`src/mpwm_map.svh`:
```
`ifndef MPWM_MAP_SVH
`define MPWM_MAP_SVH

// ----------------------------------------
// widths
// ----------------------------------------
`define CNT_W      16
`define CH_W       8
`define ADDR_W     8
`define DATA_W     32

// ----------------------------------------
// register byte offsets
// ----------------------------------------
`define OFF_PERIOD 8'h00
`define OFF_DUTY1  8'h04
`define OFF_DUTY2  8'h08
`define OFF_MCNT   8'h0C
`define OFF_S1CNT  8'h10
`define OFF_S2CNT  8'h14
`define OFF_START  8'h18
`define OFF_STOP   8'h1C
`define OFF_ENSTAT 8'h20
`define OFF_TOE    8'h24
`define OFF_TOV    8'h28
`define OFF_TOL    8'h2C
`define OFF_TOM    8'h30
`define OFF_PER    8'h34

// ----------------------------------------
// field positions and reset values
// ----------------------------------------
`define PER_POWER_BIT 0
`define RST_DATA      16'h0000
`define RST_BITS      8'h00
`define ZERO_WORD     32'h0000_0000
`define CNT_ONE       16'h0001

`endif

```
`src/mpwm_pkg.sv`:
```
package mpwm_pkg;
  `include "mpwm_map.svh"

  typedef enum logic {
    CH_STOP = 1'b0,
    CH_RUN  = 1'b1
  } chan_run_t;

  typedef struct packed {
    logic                               power;
    logic [`CNT_W-1:0]                  period;
    logic [1:0][`CNT_W-1:0]             duty;
    logic [`CNT_W-1:0]                  mcnt;
    chan_run_t                          run;
    logic                               irq;
    logic [`CH_W-1:0]                   toe;
    logic [`CH_W-1:0]                   tov;
    logic [`CH_W-1:0]                   tol;
    logic [`CH_W-1:0]                   tom;
    logic [`DATA_W-1:0]                 rdata;
    logic                               err;
  } main_state_t;

  typedef struct packed {
    logic [`CNT_W-1:0]                  cnt;
    logic                               run;
    logic                               active;
  } slave_state_t;
endpackage

```
`src/mpwm_if.sv`:
```
`timescale 1ns/1ns
interface mpwm_if;
  logic        en;
  logic        reload;
  logic        clr;
  logic [15:0] duty;
  logic [15:0] cnt;
  logic        active;
  logic        active_next;
  logic        change;

  modport ctrl (output en, reload, clr, duty, input cnt, active, active_next, change);
  modport chan (input en, reload, clr, duty, output cnt, active, active_next, change);
endinterface

```
`src/slave_channel.sv`:
```
`timescale 1ns/1ns
module slave_channel (
  input wire logic core_clk, // count clock
  input wire logic nrst,     // sync reset, active low
  mpwm_if.chan     port      // link to the master logic
);
  import mpwm_pkg::*;

  slave_state_t s;
  slave_state_t next_s;

  // ----------------------------------------
  // duty counter
  // ----------------------------------------
  always_comb begin
    next_s = s;
    if (port.clr) begin
      next_s = '0;
    end else if (port.en) begin
      if (port.reload) begin
        // a zero duty never goes active, giving a 0 % pulse
        next_s.cnt    = port.duty;
        next_s.run    = (port.duty != `RST_DATA);
        next_s.active = (port.duty != `RST_DATA);
      end else if (s.run) begin
        next_s.cnt = s.cnt - `CNT_ONE;
        if (s.cnt == `CNT_ONE) begin
          next_s.run    = 1'b0;
          next_s.active = 1'b0;
        end
      end
    end
  end

  always_ff @(posedge core_clk) begin
    if (!nrst) begin
      s <= '0;
    end else begin
      s <= next_s;
    end
  end

  assign port.cnt         = s.cnt;
  assign port.active      = s.active;
  assign port.active_next = next_s.active;
  assign port.change      = (next_s.active != s.active);

  // ----------------------------------------
  // checks
  // ----------------------------------------
  load_on_irq_a: assert property (@(posedge core_clk) disable iff (!nrst)
    port.en && port.reload && !port.clr |=> s.cnt == $past(port.duty))
    else $error("slave did not load duty on period event");

  active_after_a: assert property (@(posedge core_clk) disable iff (!nrst)
    port.en && port.reload && !port.clr && port.duty != `RST_DATA |=> s.active && s.run)
    else $error("slave not active one clock after period event");

  stop_at_zero_a: assert property (@(posedge core_clk) disable iff (!nrst)
    port.en && !port.reload && !port.clr && s.run && s.cnt == `CNT_ONE
    |=> s.cnt == `RST_DATA && !s.active && !s.run)
    else $error("slave did not go inactive and stop at zero");

  hold_idle_a: assert property (@(posedge core_clk) disable iff (!nrst)
    !port.en && !port.clr |=> $stable(s.cnt) && $stable(s.active))
    else $error("slave moved while disabled");
endmodule

```
`src/multi_pwm.sv`:
```
`timescale 1ns/1ns
module multi_pwm #(
  parameter int unsigned MASTER_IDX = 0                   // master channel: 0, 2 or 4
) (
  input  wire logic                   core_clk,          // count clock, 100 MHz
  input  wire logic                   nrst,              // sync reset, active low
  input  wire logic                   psel,              // apb select
  input  wire logic                   penable,           // apb enable
  input  wire logic                   pwrite,            // apb direction
  input  wire logic [`ADDR_W-1:0]     paddr,             // apb byte address
  input  wire logic [`DATA_W-1:0]     pwdata,            // apb write data
  output logic      [`DATA_W-1:0]     prdata,            // apb read data
  output logic                        pready,            // apb ready
  output logic                        pslverr,           // apb error
  output logic                        master_period_irq, // period event pulse
  output logic                        slave1_output,     // first pwm pin
  output logic                        slave2_output,     // second pwm pin
  output logic                        timer_pin_sel      // 1 timer function, 0 port mode
);
  import mpwm_pkg::*;

  localparam int unsigned M_BIT = MASTER_IDX;
  localparam int unsigned P_BIT = MASTER_IDX + 1;
  localparam int unsigned Q_BIT = MASTER_IDX + 2;

  main_state_t s;
  main_state_t next_s;

  logic [1:0][`CNT_W-1:0] s_cnt;
  logic [1:0]             s_active;
  logic [1:0]             s_active_next;
  logic [1:0]             s_change;

  logic                   setup;
  logic                   wr;
  logic                   start_wr;
  logic                   stop_wr;
  logic                   per_wr;
  logic                   tov_wr;
  logic                   toe_wr;
  logic                   ctl_wr;
  logic [1:0]             wr_bits;

  // ----------------------------------------
  // helpers
  // ----------------------------------------
  // trigger bits act only when all three channels are named together
  function automatic logic group_trig(input logic [`DATA_W-1:0] d);
    group_trig = d[M_BIT] & d[P_BIT] & d[Q_BIT];
  endfunction

  function automatic logic [`CH_W-1:0] group_mask();
    logic [`CH_W-1:0] m;
    m        = `RST_BITS;
    m[M_BIT] = 1'b1;
    m[P_BIT] = 1'b1;
    m[Q_BIT] = 1'b1;
    group_mask = m;
  endfunction

  // ----------------------------------------
  // apb decode
  // ----------------------------------------
  // zero wait states: every access phase completes at once
  assign pready  = 1'b1;
  assign setup   = psel & ~penable;
  assign wr      = psel & penable & pwrite;
  assign prdata  = s.rdata;
  assign pslverr = s.err & psel & penable;

  // while powered off only the power bit accepts a write
  assign per_wr   = wr && (paddr == `OFF_PER);
  assign start_wr = wr && s.power && (paddr == `OFF_START) && group_trig(pwdata);
  assign stop_wr  = wr && s.power && (paddr == `OFF_STOP) && group_trig(pwdata);
  assign tov_wr   = wr && s.power && (paddr == `OFF_TOV);
  assign toe_wr   = wr && s.power && (paddr == `OFF_TOE);
  assign ctl_wr   = start_wr | stop_wr | per_wr;
  assign wr_bits  = {pwdata[Q_BIT], pwdata[P_BIT]};

  // ----------------------------------------
  // slave channels
  // ----------------------------------------
  mpwm_if sif [2] ();

  genvar g;
  generate
    for (g = 0; g < 2; g++) begin : g_slave
      slave_channel u_chan (
        .core_clk (core_clk),
        .nrst     (nrst),
        .port     (sif[g])
      );
      assign sif[g].en        = (s.run == CH_RUN);
      assign sif[g].reload    = s.irq;
      assign sif[g].clr       = ~s.power;
      assign sif[g].duty      = s.duty[g];
      assign s_cnt[g]         = sif[g].cnt;
      assign s_active[g]      = sif[g].active;
      assign s_active_next[g] = sif[g].active_next;
      assign s_change[g]      = sif[g].change;
    end
  endgenerate

  // ----------------------------------------
  // next state
  // ----------------------------------------
  always_comb begin
    next_s     = s;
    next_s.irq = 1'b0;

    // master counter
    unique case (s.run)
      CH_STOP: begin
        next_s.mcnt = s.mcnt;
      end
      CH_RUN: begin
        if (s.mcnt == `RST_DATA) begin
          // period register is sampled here, so rewrites take effect next period
          next_s.mcnt = s.period;
          next_s.irq  = 1'b1;
        end else begin
          next_s.mcnt = s.mcnt - `CNT_ONE;
        end
      end
    endcase

    // slave output latches follow the counter only in combination mode
    for (int i = 0; i < 2; i++) begin
      if (s_change[i] && s.toe[P_BIT + i] && s.tom[P_BIT + i]) begin
        next_s.tov[P_BIT + i] = s_active_next[i] ^ s.tol[P_BIT + i];
      end
    end

    // register writes
    if (wr && s.power) begin
      unique case (paddr)
        `OFF_PERIOD: next_s.period  = pwdata[`CNT_W-1:0];
        `OFF_DUTY1:  next_s.duty[0] = pwdata[`CNT_W-1:0];
        `OFF_DUTY2:  next_s.duty[1] = pwdata[`CNT_W-1:0];
        `OFF_TOE:    next_s.toe     = pwdata[`CH_W-1:0];
        // bits under counter control keep the hardware value
        `OFF_TOV:    next_s.tov     = (next_s.tov & s.toe) | (pwdata[`CH_W-1:0] & ~s.toe);
        `OFF_TOL:    next_s.tol     = pwdata[`CH_W-1:0];
        `OFF_TOM:    next_s.tom     = pwdata[`CH_W-1:0];
        default: begin
        end
      endcase
    end

    if (start_wr) begin
      next_s.run  = CH_RUN;
      next_s.mcnt = s.period;
      next_s.irq  = 1'b1;
    end

    if (stop_wr) begin
      // counters and output latches are not cleared: they still take this cycle's step, then hold
      next_s.run = CH_STOP;
      next_s.irq = 1'b0;
    end

    // read data is captured in the setup cycle, one clock before the access edge
    if (setup) begin
      next_s.err = 1'b0;
      unique case (paddr)
        `OFF_PERIOD: next_s.rdata = {16'h0000, s.period};
        `OFF_DUTY1:  next_s.rdata = {16'h0000, s.duty[0]};
        `OFF_DUTY2:  next_s.rdata = {16'h0000, s.duty[1]};
        `OFF_MCNT:   next_s.rdata = {16'h0000, s.mcnt};
        `OFF_S1CNT:  next_s.rdata = {16'h0000, s_cnt[0]};
        `OFF_S2CNT:  next_s.rdata = {16'h0000, s_cnt[1]};
        `OFF_START:  next_s.rdata = `ZERO_WORD;
        `OFF_STOP:   next_s.rdata = `ZERO_WORD;
        `OFF_ENSTAT: next_s.rdata = {24'h00_0000, (s.run == CH_RUN) ? group_mask() : `RST_BITS};
        `OFF_TOE:    next_s.rdata = {24'h00_0000, s.toe};
        `OFF_TOV:    next_s.rdata = {24'h00_0000, s.tov};
        `OFF_TOL:    next_s.rdata = {24'h00_0000, s.tol};
        `OFF_TOM:    next_s.rdata = {24'h00_0000, s.tom};
        `OFF_PER:    next_s.rdata = {31'h0000_0000, s.power};
        default: begin
          next_s.rdata = `ZERO_WORD;
          next_s.err   = 1'b1;
        end
      endcase
    end

    // power enable: clearing it puts the unit back to its reset state, all but the read data and error flag
    if (per_wr) begin
      next_s.power = pwdata[`PER_POWER_BIT];
      if (!pwdata[`PER_POWER_BIT]) begin
        next_s       = '0;
        next_s.rdata = s.rdata;
        next_s.err   = s.err;
      end
    end
  end

  always_ff @(posedge core_clk) begin
    if (!nrst) begin
      s <= '0;
    end else begin
      s <= next_s;
    end
  end

  // ----------------------------------------
  // outputs
  // ----------------------------------------
  assign master_period_irq = s.irq;
  assign slave1_output     = s.tov[P_BIT];
  assign slave2_output     = s.tov[Q_BIT];
  assign timer_pin_sel     = s.power;

  // ----------------------------------------
  // checks
  // ----------------------------------------
  irq_on_start_a: assert property (@(posedge core_clk) disable iff (!nrst)
    start_wr |=> master_period_irq && s.mcnt == $past(s.period))
    else $error("no period event when master starts");

  enable_status_a: assert property (@(posedge core_clk) disable iff (!nrst)
    start_wr |=> s.run == CH_RUN ##1 setup && paddr == `OFF_ENSTAT && !ctl_wr
    |=> prdata[M_BIT] && prdata[P_BIT] && prdata[Q_BIT])
    else $error("enable status not set after start");

  reload_zero_a: assert property (@(posedge core_clk) disable iff (!nrst)
    s.run == CH_RUN && s.mcnt == `RST_DATA && !ctl_wr
    |=> master_period_irq && s.mcnt == $past(s.period))
    else $error("master did not reload at zero");

  count_down_a: assert property (@(posedge core_clk) disable iff (!nrst)
    s.run == CH_RUN && s.mcnt != `RST_DATA && !ctl_wr
    |=> !master_period_irq && s.mcnt == $past(s.mcnt) - `CNT_ONE)
    else $error("master did not count down by one");

  count_read_a: assert property (@(posedge core_clk) disable iff (!nrst)
    setup && paddr == `OFF_MCNT |=> prdata[`CNT_W-1:0] == $past(s.mcnt))
    else $error("master counter read back wrong");

  stop_hold_a: assert property (@(posedge core_clk) disable iff (!nrst)
    stop_wr |=> s.run == CH_STOP ##1 (ctl_wr || $stable(s.mcnt)))
    else $error("stop did not halt master");

  out_hold_a: assert property (@(posedge core_clk) disable iff (!nrst)
    s.run == CH_STOP && !tov_wr && !per_wr |=> $stable(slave1_output) && $stable(slave2_output))
    else $error("slave output moved while stopped");

  soft_level_a: assert property (@(posedge core_clk) disable iff (!nrst)
    tov_wr && !s.toe[P_BIT] |=> slave1_output == $past(wr_bits[0]))
    else $error("written output level not driven");

  level_sense_a: assert property (@(posedge core_clk) disable iff (!nrst)
    s_change[0] && s.toe[P_BIT] && s.tom[P_BIT] && !tov_wr && !per_wr
    |=> slave1_output == ($past(s_active_next[0]) ^ $past(s.tol[P_BIT])))
    else $error("slave output level sense wrong");

  enable_wr_a: assert property (@(posedge core_clk) disable iff (!nrst)
    toe_wr && s.run == CH_RUN |=> s.toe == $past(pwdata[`CH_W-1:0]))
    else $error("output enable write refused while running");

  power_off_a: assert property (@(posedge core_clk) disable iff (!nrst)
    per_wr && !pwdata[`PER_POWER_BIT]
    |=> s.tov == `RST_BITS && !timer_pin_sel && s.run == CH_STOP && s.mcnt == `RST_DATA)
    else $error("power off did not reset the unit");
endmodule

```
`config.mk`:
```
export PLATFORM = sky130hd
export DESIGN_NAME = multi_pwm
export DESIGN_NICKNAME = d
export VERILOG_FILES = /design/src/mpwm_pkg.sv /design/src/mpwm_if.sv /design/src/slave_channel.sv /design/src/multi_pwm.sv
export VERILOG_INCLUDE_DIRS = /design/src /design/src/src
export SDC_FILE = /design/constraint.sdc
export NUM_CORES = 1
export LEC_CHECK = 0
export ABC_AREA = 1
export BUFFER_PORTS_ARGS = -buffer_cell sky130_fd_sc_hd__clkbuf_2
export CAP_MARGIN = 0
export CELL_PAD_IN_SITES_DETAIL_PLACEMENT = 1
export CELL_PAD_IN_SITES_GLOBAL_PLACEMENT = 1
export CORE_UTILIZATION = 39
export CTS_CLUSTER_DIAMETER = 40
export DETAILED_ROUTE_END_ITERATION = 10
export PLACE_DENSITY_LB_ADDON = 0.1
export REMOVE_ABC_BUFFERS = 1
export SYNTH_ARGS = -nofsm -noshare
export SYNTH_HDL_FRONTEND = slang
export SYNTH_HIERARCHICAL = 1
export SYNTH_SLANG_ARGS = --single-unit
```
`constraint.sdc`:
```
create_clock -name core_clk -period 1.7 [get_ports core_clk]
set_input_delay 0.425 -clock core_clk [delete_from_list [all_inputs] [get_ports core_clk]]
set_output_delay 0.425 -clock core_clk [all_outputs]
set_load 0.03 [all_outputs]
```
; ---- After elaboration in Yosys (flattened, before gate mapping)
; Cells that the tools add are included.
[word_totals]
regBits = 168
inputBits = 45
out_inout_bits = 38
word_cells = 108
[classes]
n_addsub = 3
n_eq_ne = 18
mux = 33
bitwise = 15
reduce_logical = 20
[ops]
columns = op, n
row1 = 16-bit one-hot mux with 12 select lines, 1
row2 = 132-bit two-way mux, 1
row3 = 131-bit two-way mux, 1
row4 = 18-bit two-way mux, 5
row5 = 16-bit two-way mux, 4
row6 = 8-bit by 6-bit == test with 1-bit output (second input constant), 6
row7 = 48-bit two-way mux, 1
row8 = 16-bit by 1-bit subtractor with 16-bit output (second input constant), 3
row9 = 33-bit two-way mux, 1
row10 = 16-bit by 1-bit == test with 1-bit output (second input constant), 2
row11 = 8-bit by 5-bit == test with 1-bit output (second input constant), 4
row12 = 32-bit two-way mux, 1
row13 = 8-bit two-way mux, 4
row14 = 16-bit one-hot mux with 2 select lines, 1
row15 = 16-bit nonzero test, 2
row16 = 8-bit AND, 2
row17 = 8-bit by 4-bit == test with 1-bit output (second input constant), 2
row18 = 16-bit logical NOT, 1
row19 = 14-bit OR reduction, 1
row20 = 1-bit logical AND, 10
row21 = 1-bit two-way mux, 9
row22 = 8-bit by 3-bit == test with 1-bit output (second input constant), 1
row23 = 8-bit logical NOT, 1
row24 = 8-bit NOT, 1
row25 = other kinds (10), 24

; ---- Logic depth before layout (Yosys ltp)
; Gate-level depths: netlist of run 1.
[logic_depth]
depth_word = 16
ltp_mapped = 17
ltp_nobuf = 17

; ---- Hierarchy
; Netlist of run 1, hierarchy kept.
[modules_own_cells]
columns = module, instances, cells_per_inst, area_each_um2, seq_area_each_um2
row1 = multi_pwm, 1, 1024, 6752.7, 2642.5
row2 = slave_channel, 2, 210, 1376.3, 360.3

; ---- Worst setup path after synthesis of run 1
; OpenSTA, ideal clock, no wires.
[synth_timing]
path_type = reg2reg
startpoint = register s (netlist bit timer_pin_sel)
endpoint = register s[71] (netlist name)
setup_ns = 0.113
arrival_time_ns = 1.627
required_time_ns = 1.587
setup_slack_ns = -0.041
stages_incl_launch_ff = 11
path_buffers = 1
period_less_slack_ns = 1.741
cell_sequence = dfxtp_1 > inv_1 > nor2_2 > inv_1 > nor3_2 > inv_1 > nand2_1 > inv_1 > clkbuf_1 > nor2_1 > nor2_1
[synth_via]
elab_chain_len = 6
[synth_rtl]
columns = item, line_no
row1 = "start, declared", multi_pwm.sv:26  ; main_state_t s;
row2 = "start signal, assigned", multi_pwm.sv:202  ; s <= next_s;
row3 = 1-bit logical AND * (3 in series), multi_pwm.sv:73  ; assign start_wr = wr && s.power && (paddr == `OFF_START) && group_trig(pwdata);
row4 = 18-bit two-way mux *, multi_pwm.sv:150  ; if (start_wr) begin
row5 = 132-bit two-way mux, multi_pwm.sv:190  ; if (!pwdata[`PER_POWER_BIT]) begin
row6 = 131-bit two-way mux *, multi_pwm.sv:188  ; if (per_wr) begin
; Mark *: on every way between the ends. The rest lies on a longest branch, timed or not. The select of a mux whose other input is x is not followed.
; A chain may end at the register's enable or synchronous reset.

; ---- Worst setup path in the final report of run 1
[layout_timing]
startpoint = register g_slave[0].u_chan.s (netlist bit g_slave[0].u_chan/port.cnt[1])
endpoint = register s (netlist bit slave1_output)
[layout_via]
elab_chain_len = 16
elab_cells_between_ends = 17
classes_between = eq/ne: 2 / mux: 10 / bitwise: 3 / reduce/logical: 2
[layout_rtl]
columns = item, line_no
row1 = "start, declared", slave_channel.sv:9  ; slave_state_t s;
row2 = "start signal, assigned", slave_channel.sv:39  ; s <= next_s;
row3 = 16-bit by 1-bit == test with 1-bit output (no source line) *, -
row4 = 2-bit two-way mux *, slave_channel.sv:27  ; if (s.cnt == `CNT_ONE) begin
row5 = 18-bit two-way mux *, slave_channel.sv:25  ; end else if (s.run) begin
row6 = 18-bit two-way mux *, slave_channel.sv:20  ; if (port.reload) begin
row7 = 1-bit two-way mux *, slave_channel.sv:19  ; end else if (port.en) begin
row8 = 1-bit two-way mux *, slave_channel.sv:17  ; if (port.clr) begin
row9 = 1-bit != test *, slave_channel.sv:46  ; assign port.change = (next_s.active != s.active);
row10 = via sif[0].change, mpwm_if.sv:10  ; logic change;
row11 = 1-bit logical AND * (2 in series), multi_pwm.sv:129  ; if (s_change[i] && s.toe[P_BIT + i] && s.tom[P_BIT + i]) begin
row12 = 1-bit two-way mux *, multi_pwm.sv:129
row13 = 8-bit AND, multi_pwm.sv:142  ; `OFF_TOV: next_s.tov = (next_s.tov & s.toe) | (pwdata[`CH_W-1:0] & ~s.toe);
row14 = 8-bit OR, multi_pwm.sv:142
row15 = 8-bit two-way mux, multi_pwm.sv:136  ; unique case (paddr)
row16 = 32-bit two-way mux *, multi_pwm.sv:135  ; if (wr && s.power) begin
row17 = 132-bit two-way mux, multi_pwm.sv:190
row18 = 131-bit two-way mux *, multi_pwm.sv:188
; Mark *: on every way through the listed nets, which the timed path passes. The rest lies on a longest branch. The select of a mux whose other input is x is not followed.

==> impl_metrics.yaml, run 1 <==
critical_path:
  critical_path_arrival_ns: 2.17
  critical_path.top_delay_family: "simple AND/OR/NAND/NOR gates"
  path_max_fanout: 2
  cp_common_cell: "nand2_2"
  worstSetupEndpointType: "flip-flop"
  ff2ff_path_depth: 16
  path_cells: "inv_2 > ha_4 > nand3_2 > nor2_2 > nand3_2 > nand2_2 > nand2_2 > nand2_2 > nand2_2 > nand3_1 > nand2_4 > nand3_2 > mux2i_1 > o21ai_1 > o31ai_1 > nor2_1"
  critPathRequiredTime_ns: 2.03
  slowest_delay_ns: 0.33
  cp.depth: 16
  worstSetupPathType: "reg2reg"
  path_buf_inv: 1
  worst_setup_path_start_kind: "flip-flop"
  critical_path.slowest_cell: "dfxtp_2"
route:
  first_pass_iters: 5
  drcViolationCount: 0
  via_count: 10141
  ant_nets: 0
  viasPerCell: 5.22
  wire_per_inst_um: 18.2
  drt-total-wl_um: 35300
  drtIter0Drc: 775
logic_synthesis:
  ys_seq_elements: 168
  synth_common_cells: "nand2_1, nor2_1, dfxtp_1, a21oi_1, nand3_1"
  netlist.area_leader.share_pct: 35.4
  synth_area_leaders: "dfxtp_1, nand2_1, a21oi_1, nand3_1, nor2_1"
  synth_area_um2: 9510
  synth_area_per_cell_um2: 6.58
  synth_enable_flop_cells: 0
  synth_compound_area_share_pct: 14.2
  yosysTopAreaCell: "dfxtp_1"
  synthAdderAreaFrac_pct: 0.790
  synth-simple-area-share_pct: 34.8
  synth_top_family_by_area: "simple AND/OR/NAND/NOR gates"
  ys_warn_count: 6
  ys_async_sr_fraction_pct: 0
  yosysMostFrequentCell: "nand2_1"
  synthMuxAreaShare_pct: 0.211
  yosysSeqAreaShare_pct: 35.4
  synthDistinctLibCells: 41
  syn_inst: 1444
  synthXorXnorAreaFrac_pct: 1.57
  synth_ff_type: "dfxtp_1"
clocking:
  clockBufferDepth: 2
  root_buffer: "clkbuf_16"
  cts_tree: "built"
  cts_buffers: 17
  clk-insertion-delay-late_ns: 0.44
  path_clk_slew_ns: 0.08
  tritoncts_num_sinks: 168
  htreeDepth: 4
cells_and_area:
  fin_nets: 1660
  syn2layout_area_growth_pct: 26.3
  drive_gt1_share_pct: 26.8
  n_antenna_cell: 0
placed_design:
  io_buffers: 65
  place.gp.congestion: 0.880
  dp_hpwl_um: 26200
global_routing:
  track_usage_pct: 28.4
  antenna_found_initial: 0
  grt_pass1_wl_um: 53600
  grt_pass1_vias: 9861
  overflow: 0
  grt_start_max_net_pins: 59
floorplan:
  die_x_um: 158
  fp-row-count: 56
  die_area_um2: 25000
  initial_utilization_pct: 40.1
  core-area_um2: 23700
  io_pins: 83
  die_height_um: 158
pwr:
  worst_ir_drop_vdd_v: 0.000577
  p_int_w: 0.00613
  switchingPower_w: 0.00213
  power.density_nw_per_um2: 688
  p_total_w: 0.00826
  p_sw_share_pct: 25.8
  p_comb_share_pct: 3.9
  seq_power_share_pct: 47.6
  p_clk_share_pct: 48.4
  p_leak_nw: 5.45
status:
  outcome: "finished, violations left"
  violations: "setup timing"
flow_run:
  maxCapViolations: 0
timing:
  maxSlewHeadroom_pct: 66.0
  hold_ws_ns: 0.287
  finalCriticalPeriod_ns: 1.84
  fin_crit_sh_pct: 109
  rsz0062_at_grt: "yes"
  finalSetupViolCount: 2
  finalWorstSetupSlack_ns: -0.145
  drv_slew: 0
  fmax_ghz: 0.542
  hold_viol_final: 0
  finClkSkew_ns: 0.0114
  worst_pin_slew_ns: 0.506
worst_hold_path:
  worstHoldPathType: "in2reg"
  min_path_cells: 3
cells in the final DEF (no fill, tap or decap), drive strengths merged, types with 2 or more instances in the layout:
cell type / n
a211oi: 11
mux2i: 2
nand3: 153
nor2: 215
a21boi: 2
xor2: 11
nor4: 4
inv: 120
a21o: 4
ha: 6
nor3: 33
nand2: 338
o31ai: 3
clkbuf: 83
nand4: 12
o21ai: 66
o22ai: 3
a21oi: 161
buf: 207
clkinv: 5
dfxtp: 168
clkinvlp: 4
xnor2: 6
power by group through the flow:
| stage | combinational (W) | clock (W) | sequential, W |
|---|---|---|---|
| floorplan | 0.000106 | 0 | 0.00403 |
| global placement | 0.000311 | 0 | 0.00403 |
| detailed placement | 0.000313 | 0 | 0.00403 |
| CTS | 0.000315 | 0.00406 | 0.00393 |
| global route | 0.000349 | 0.00422 | 0.00393 |
| finish | 0.000325 | 0.00400 | 0.00393 |
metal layers:
metal / share of wire, % / global-route usage (%) / up-vias
met3: 4.5 / 3.78 / 57
met2: 46 / 45.7 / 235
met4: 3.3 / 11.5 / 0
li1: - / - / 4967
met1: 46 / 38.0 / 4882
met5: 0 / 0 / -
stage by stage:
stage,util [%],cells,worst slack [ns],area (um^2),TNS (ns)
2_1_floorplan,-,1317,-1.80,8700,-154.84
3_3_place_gp,46.5,1897,-0.323,11000,-32.08
3_5_place_dp,46.5,1897,-0.350,11000,-32.94
4_1_cts,49.6,1932,-0.217,11700,-0.505
5_1_grt,50.7,1941,-0.354,12000,-0.914
6_report,50.7,1941,-0.145,12000,-0.278
worst reg2reg max path, delay by kind of cell, from the launching register on:
kind / cells / cell delay [ns]
flops: 1 / 0.33
buf+inv: 1 / 0.07
fa+ha+maj: 1 / 0.12
compound gates: 2 / 0.15
simple gates: 11 / 0.89
mux: 1 / 0.17
flip-flops by register name, summed over array words and instances (netlist names), 2 cells and up:
signal / cells
prdata: 32
s: 63
g_slave.u_chan/s: 2
g_slave.u_chan/port.cnt: 32
sif.duty: 32
g_slave.u_chan/port.active: 2
timing repair:
action | 4_1_cts | 5_1_grt
endpoints found under the setup margin | 6 | 73
pin swaps | 14 | 25
buffers inserted | 2 | 9
cloned | 1 | 0
resized for setup | 40 | 54
hold buffers | 0 | 0
path summary, 6_finish.rpt:
| path | from | endpoint | slack [ns] |
|---|---|---|---|
| setup / recovery | g_slave[0].u_chan/port.cnt[1] | slave1_output | -0.14 |
| hold / removal | pwdata[13] | s[128] | 0.29 |
| setup reg to reg | g_slave[0].u_chan/port.cnt[1] | slave1_output | -0.14 |
| hold reg to reg | prdata[17] | prdata[17] | 0.43 |
cell type report:
type	count	area, um^2
sequential	168	3380
multi-input combinational	1034	5150
clock inverter	14	159
fill	3143	11700
timing repair buffer	272	2030
inverter	115	440
clock buffer	18	429
tap	319	399
timing repair inverter	1	7.51
logic make-up (layout without fill, tap and decap cells):
kind of cell / Yosys count / in the layout
compound gates: 250 / 250
xor+xnor: 17 / 17
fa+ha+maj: 6 / 6
buf+inv: 242 / 420
flops: 168 / 168
mux: 2 / 2
other cells: 1 / 1
simple gates: 758 / 758
Power figures use the tool's default switching activity.
==> run 2, diff against run 1 <==
Settings changed: ABC_AREA 1 to not set, CORE_UTILIZATION 39 to 41, CTS_CLUSTER_SIZE set to 30.
==> impl_metrics.yaml, run 2 <==
status:
  outcome: "finished, violations left"
  violations: "DRC, setup timing"
timing:
  rsz0062_at_grt: "yes"
  finalSetupViolCount: 19
  fmax_ghz: 0.466
  hold_viol_final: 0
  setup-tns-final_ns: -2.15
  fin_crit_sh_pct: 126
  finClkSkew_ns: 0.00969
  finalCriticalPeriod_ns: 2.14
  drv_slew: 0
  finalWorstSetupSlack_ns: -0.445
logic_synthesis:
  synth_ff_type: "dfxtp_1"
  synth-simple-area-share_pct: 23.3
  synth_compound_area_share_pct: 19.2
  yosysMostFrequentCell: "dfxtp_1"
  synthXorXnorAreaFrac_pct: 1.62
  synth_area_um2: 9210
  ys_seq_elements: 168
  synth_common_cells: "dfxtp_1, nand2_1, nor2_1, a21oi_1, buf_4"
  ys_async_sr_fraction_pct: 0
  synthAdderAreaFrac_pct: 0.815
  ys_warn_count: 6
  yosysTopAreaCell: "dfxtp_1"
  yosysSeqAreaShare_pct: 36.5
  netlist.area_leader.share_pct: 36.5
  synth_area_per_cell_um2: 8.41
  synth_top_family_by_area: "simple AND/OR/NAND/NOR gates"
  synth_area_leaders: "dfxtp_1, nand2_1, buf_4, mux2i_1, a21oi_1"
  synthDistinctLibCells: 77
  synthMuxAreaShare_pct: 8.46
  synth_enable_flop_cells: 0
  syn_inst: 1095
route:
  drtIter0Drc: 803
  viasPerCell: 5.82
  drcViolationCount: 6
  via_count: 9306
  first_pass_iters: 9
  wire_per_inst_um: 23.4
  ant_nets: 0
  drt-total-wl_um: 37400
critical_path:
  slowest_delay_ns: 0.36
  critPathRequiredTime_ns: 2.06
  critical_path.slowest_cell: "dfxtp_4"
  critical_path.top_delay_family: "simple AND/OR/NAND/NOR gates"
  path_buf_inv: 2
  critical_path_arrival_ns: 2.51
  worstSetupEndpointType: "flip-flop"
  worstReg2RegStart: "sif[1].duty[7]"
  startpoint: "sif[1].duty[7]"
  worstSetupPathType: "reg2reg"
  path_max_fanout: 2
  path_cells: "nor4_4 > buf_4 > nand4_1 > buf_4 > mux2i_2 > a2bb2oi_2 > o31ai_2 > nand3_1 > o21ai_1 > o21ai_1 > a21oi_1"
  rrSetupSlack_ns: -0.44
  worst_setup_path_start_kind: "flip-flop"
placed_design:
  place_ws_ns: -0.558
  dp_cells: 1551
  io_buffers: 65
  dp_hpwl_um: 28000
  place.gp.congestion: 0.941
cells_and_area:
  drive_gt1_share_pct: 38.3
  register_area_um2: 3400
  largest_reg_flops: 63
  multi_input_area_um2: 5470
  instances_no_fill: 1598
  regMostFlops: "s"
  layout_common_cells: "buf_4, nand2_1, dfxtp_1"
  syn2layout_area_growth_pct: 34.0
  fin_nets: 1356
  num-fill-cells: 2584
  final_common_cell: "buf_4"
  n_antenna_cell: 0
floorplan:
  io_pins: 83
  die_x_um: 152
  die_area_um2: 23100
  initial_utilization_pct: 42.0
  die_height_um: 152
  fp-row-count: 54
  core-area_um2: 22000
flow_run:
  maxCapViolations: 0
pwr:
  worst_ir_drop_vdd_v: 0.000699
  p_leak_nw: 4.89
  power.density_nw_per_um2: 665
worst_hold_path:
  min_from: "pwdata[14]"
  worstHoldPathType: "in2reg"
global_routing:
  grt_start_max_net_pins: 26
  grt_pass1_vias: 9790
  overflow: 0
  antenna_found_initial: 0
  grt_pass1_wl_um: 57900
  track_usage_pct: 32.8
clocking:
  cts_buffers: 17
  tritoncts_num_sinks: 168
  clockBufferDepth: 2
  path_clk_slew_ns: 0.07
  htreeDepth: 4
  cts_tree: "built"
  root_buffer: "clkbuf_16"
  clk-insertion-delay-late_ns: 0.43
==> run 2: changes by cell type after synthesis, moves of 24 or more <==
cell,before,now
nand2_1,326,163
nand3_1,151,31
nor2_1,191,102
inv_1,101,13
a21oi_1,153,79
mux2i_1,2,52
a22oi_1,0,31
and3_1,1,25
o21ai_1,27,3
==> run 2: worst reg2reg max path: cells and delay by family, from the launching register on <==
kind	cells	cell delay [ns]
buf+inv	2	0.39
compound gates	5	0.58
mux	1	0.14
simple gates	3	0.61
flops	1	0.36
==> run 2: kinds of logic after synthesis <==
logic type | after synthesis
DFF | 168
adders and majority gates | 6
muxes | 66
AOI/OAI and AO/OA | 263
and+or+nand+nor | 432
buffers and inverters | 142
xor gates and xnor gates | 17
other | 1
==> run 2: what timing repair did <==
action                                  4_1_cts  5_1_grt
hold buffers                                  0        0
resized for setup                           101       72
endpoints found under the setup margin       69       84
buffers inserted                             12        6
gates cloned                                  2        0
pin swaps                                    44       29
==> run 2: routing by layer <==
metal | global-route usage, % | part of all wire [%]
met5 | 0 | 0
met2 | 56.0 | 49
met3 | 5.05 | 5.3
met1 | 42.6 | 44
met4 | 10.2 | 2.4
==> run 2: layout make-up <==
cell class / count / share of cell area (%)
Clock buffer: 20 / 3.62
Tap cell: 280 / 2.84
Sequential cell: 168 / 27.5
Inverter: 13 / 0.395
Clock inverter: 12 / 0.942
Timing Repair Buffer: 320 / 20.4
Multi-Input combinational cell: 785 / 44.3
==> run 2: path summary, 6_finish.rpt <==
check / endpoint / cells past startpoint
worst max-delay path: slave2_output / 11
worst max register to register: slave2_output / 11
worst min register to register: prdata[18] / 1
worst min-delay path: s[129] / 3
==> run 2: through the flow <==
stage | total power [W] | hold slack, ns | cell area (um^2) | utilization, %
final | 0.00821 | 0.245 | 12300 | 56.2
after global routing | 0.00844 | 0.255 | 12300 | 56.2
after CTS | 0.00825 | 0.240 | 12100 | 54.9
after detailed placement | 0.00446 | 0.465 | 11000 | 50.0
after global placement | 0.00445 | 0.464 | 11000 | 50.0
after floorplan | 0.00413 | 0.447 | 8340 | -
==> run 2: report_power, final <==
group | switching [W] | leakage, nW | internal, W
registers | 0.000000845 | 1.36 | 0.00393
logic | 0.000280 | 3.26 | 0.000169
clock network | 0.00175 | 0.272 | 0.00208
total | 0.00203 | 4.89 | 0.00618
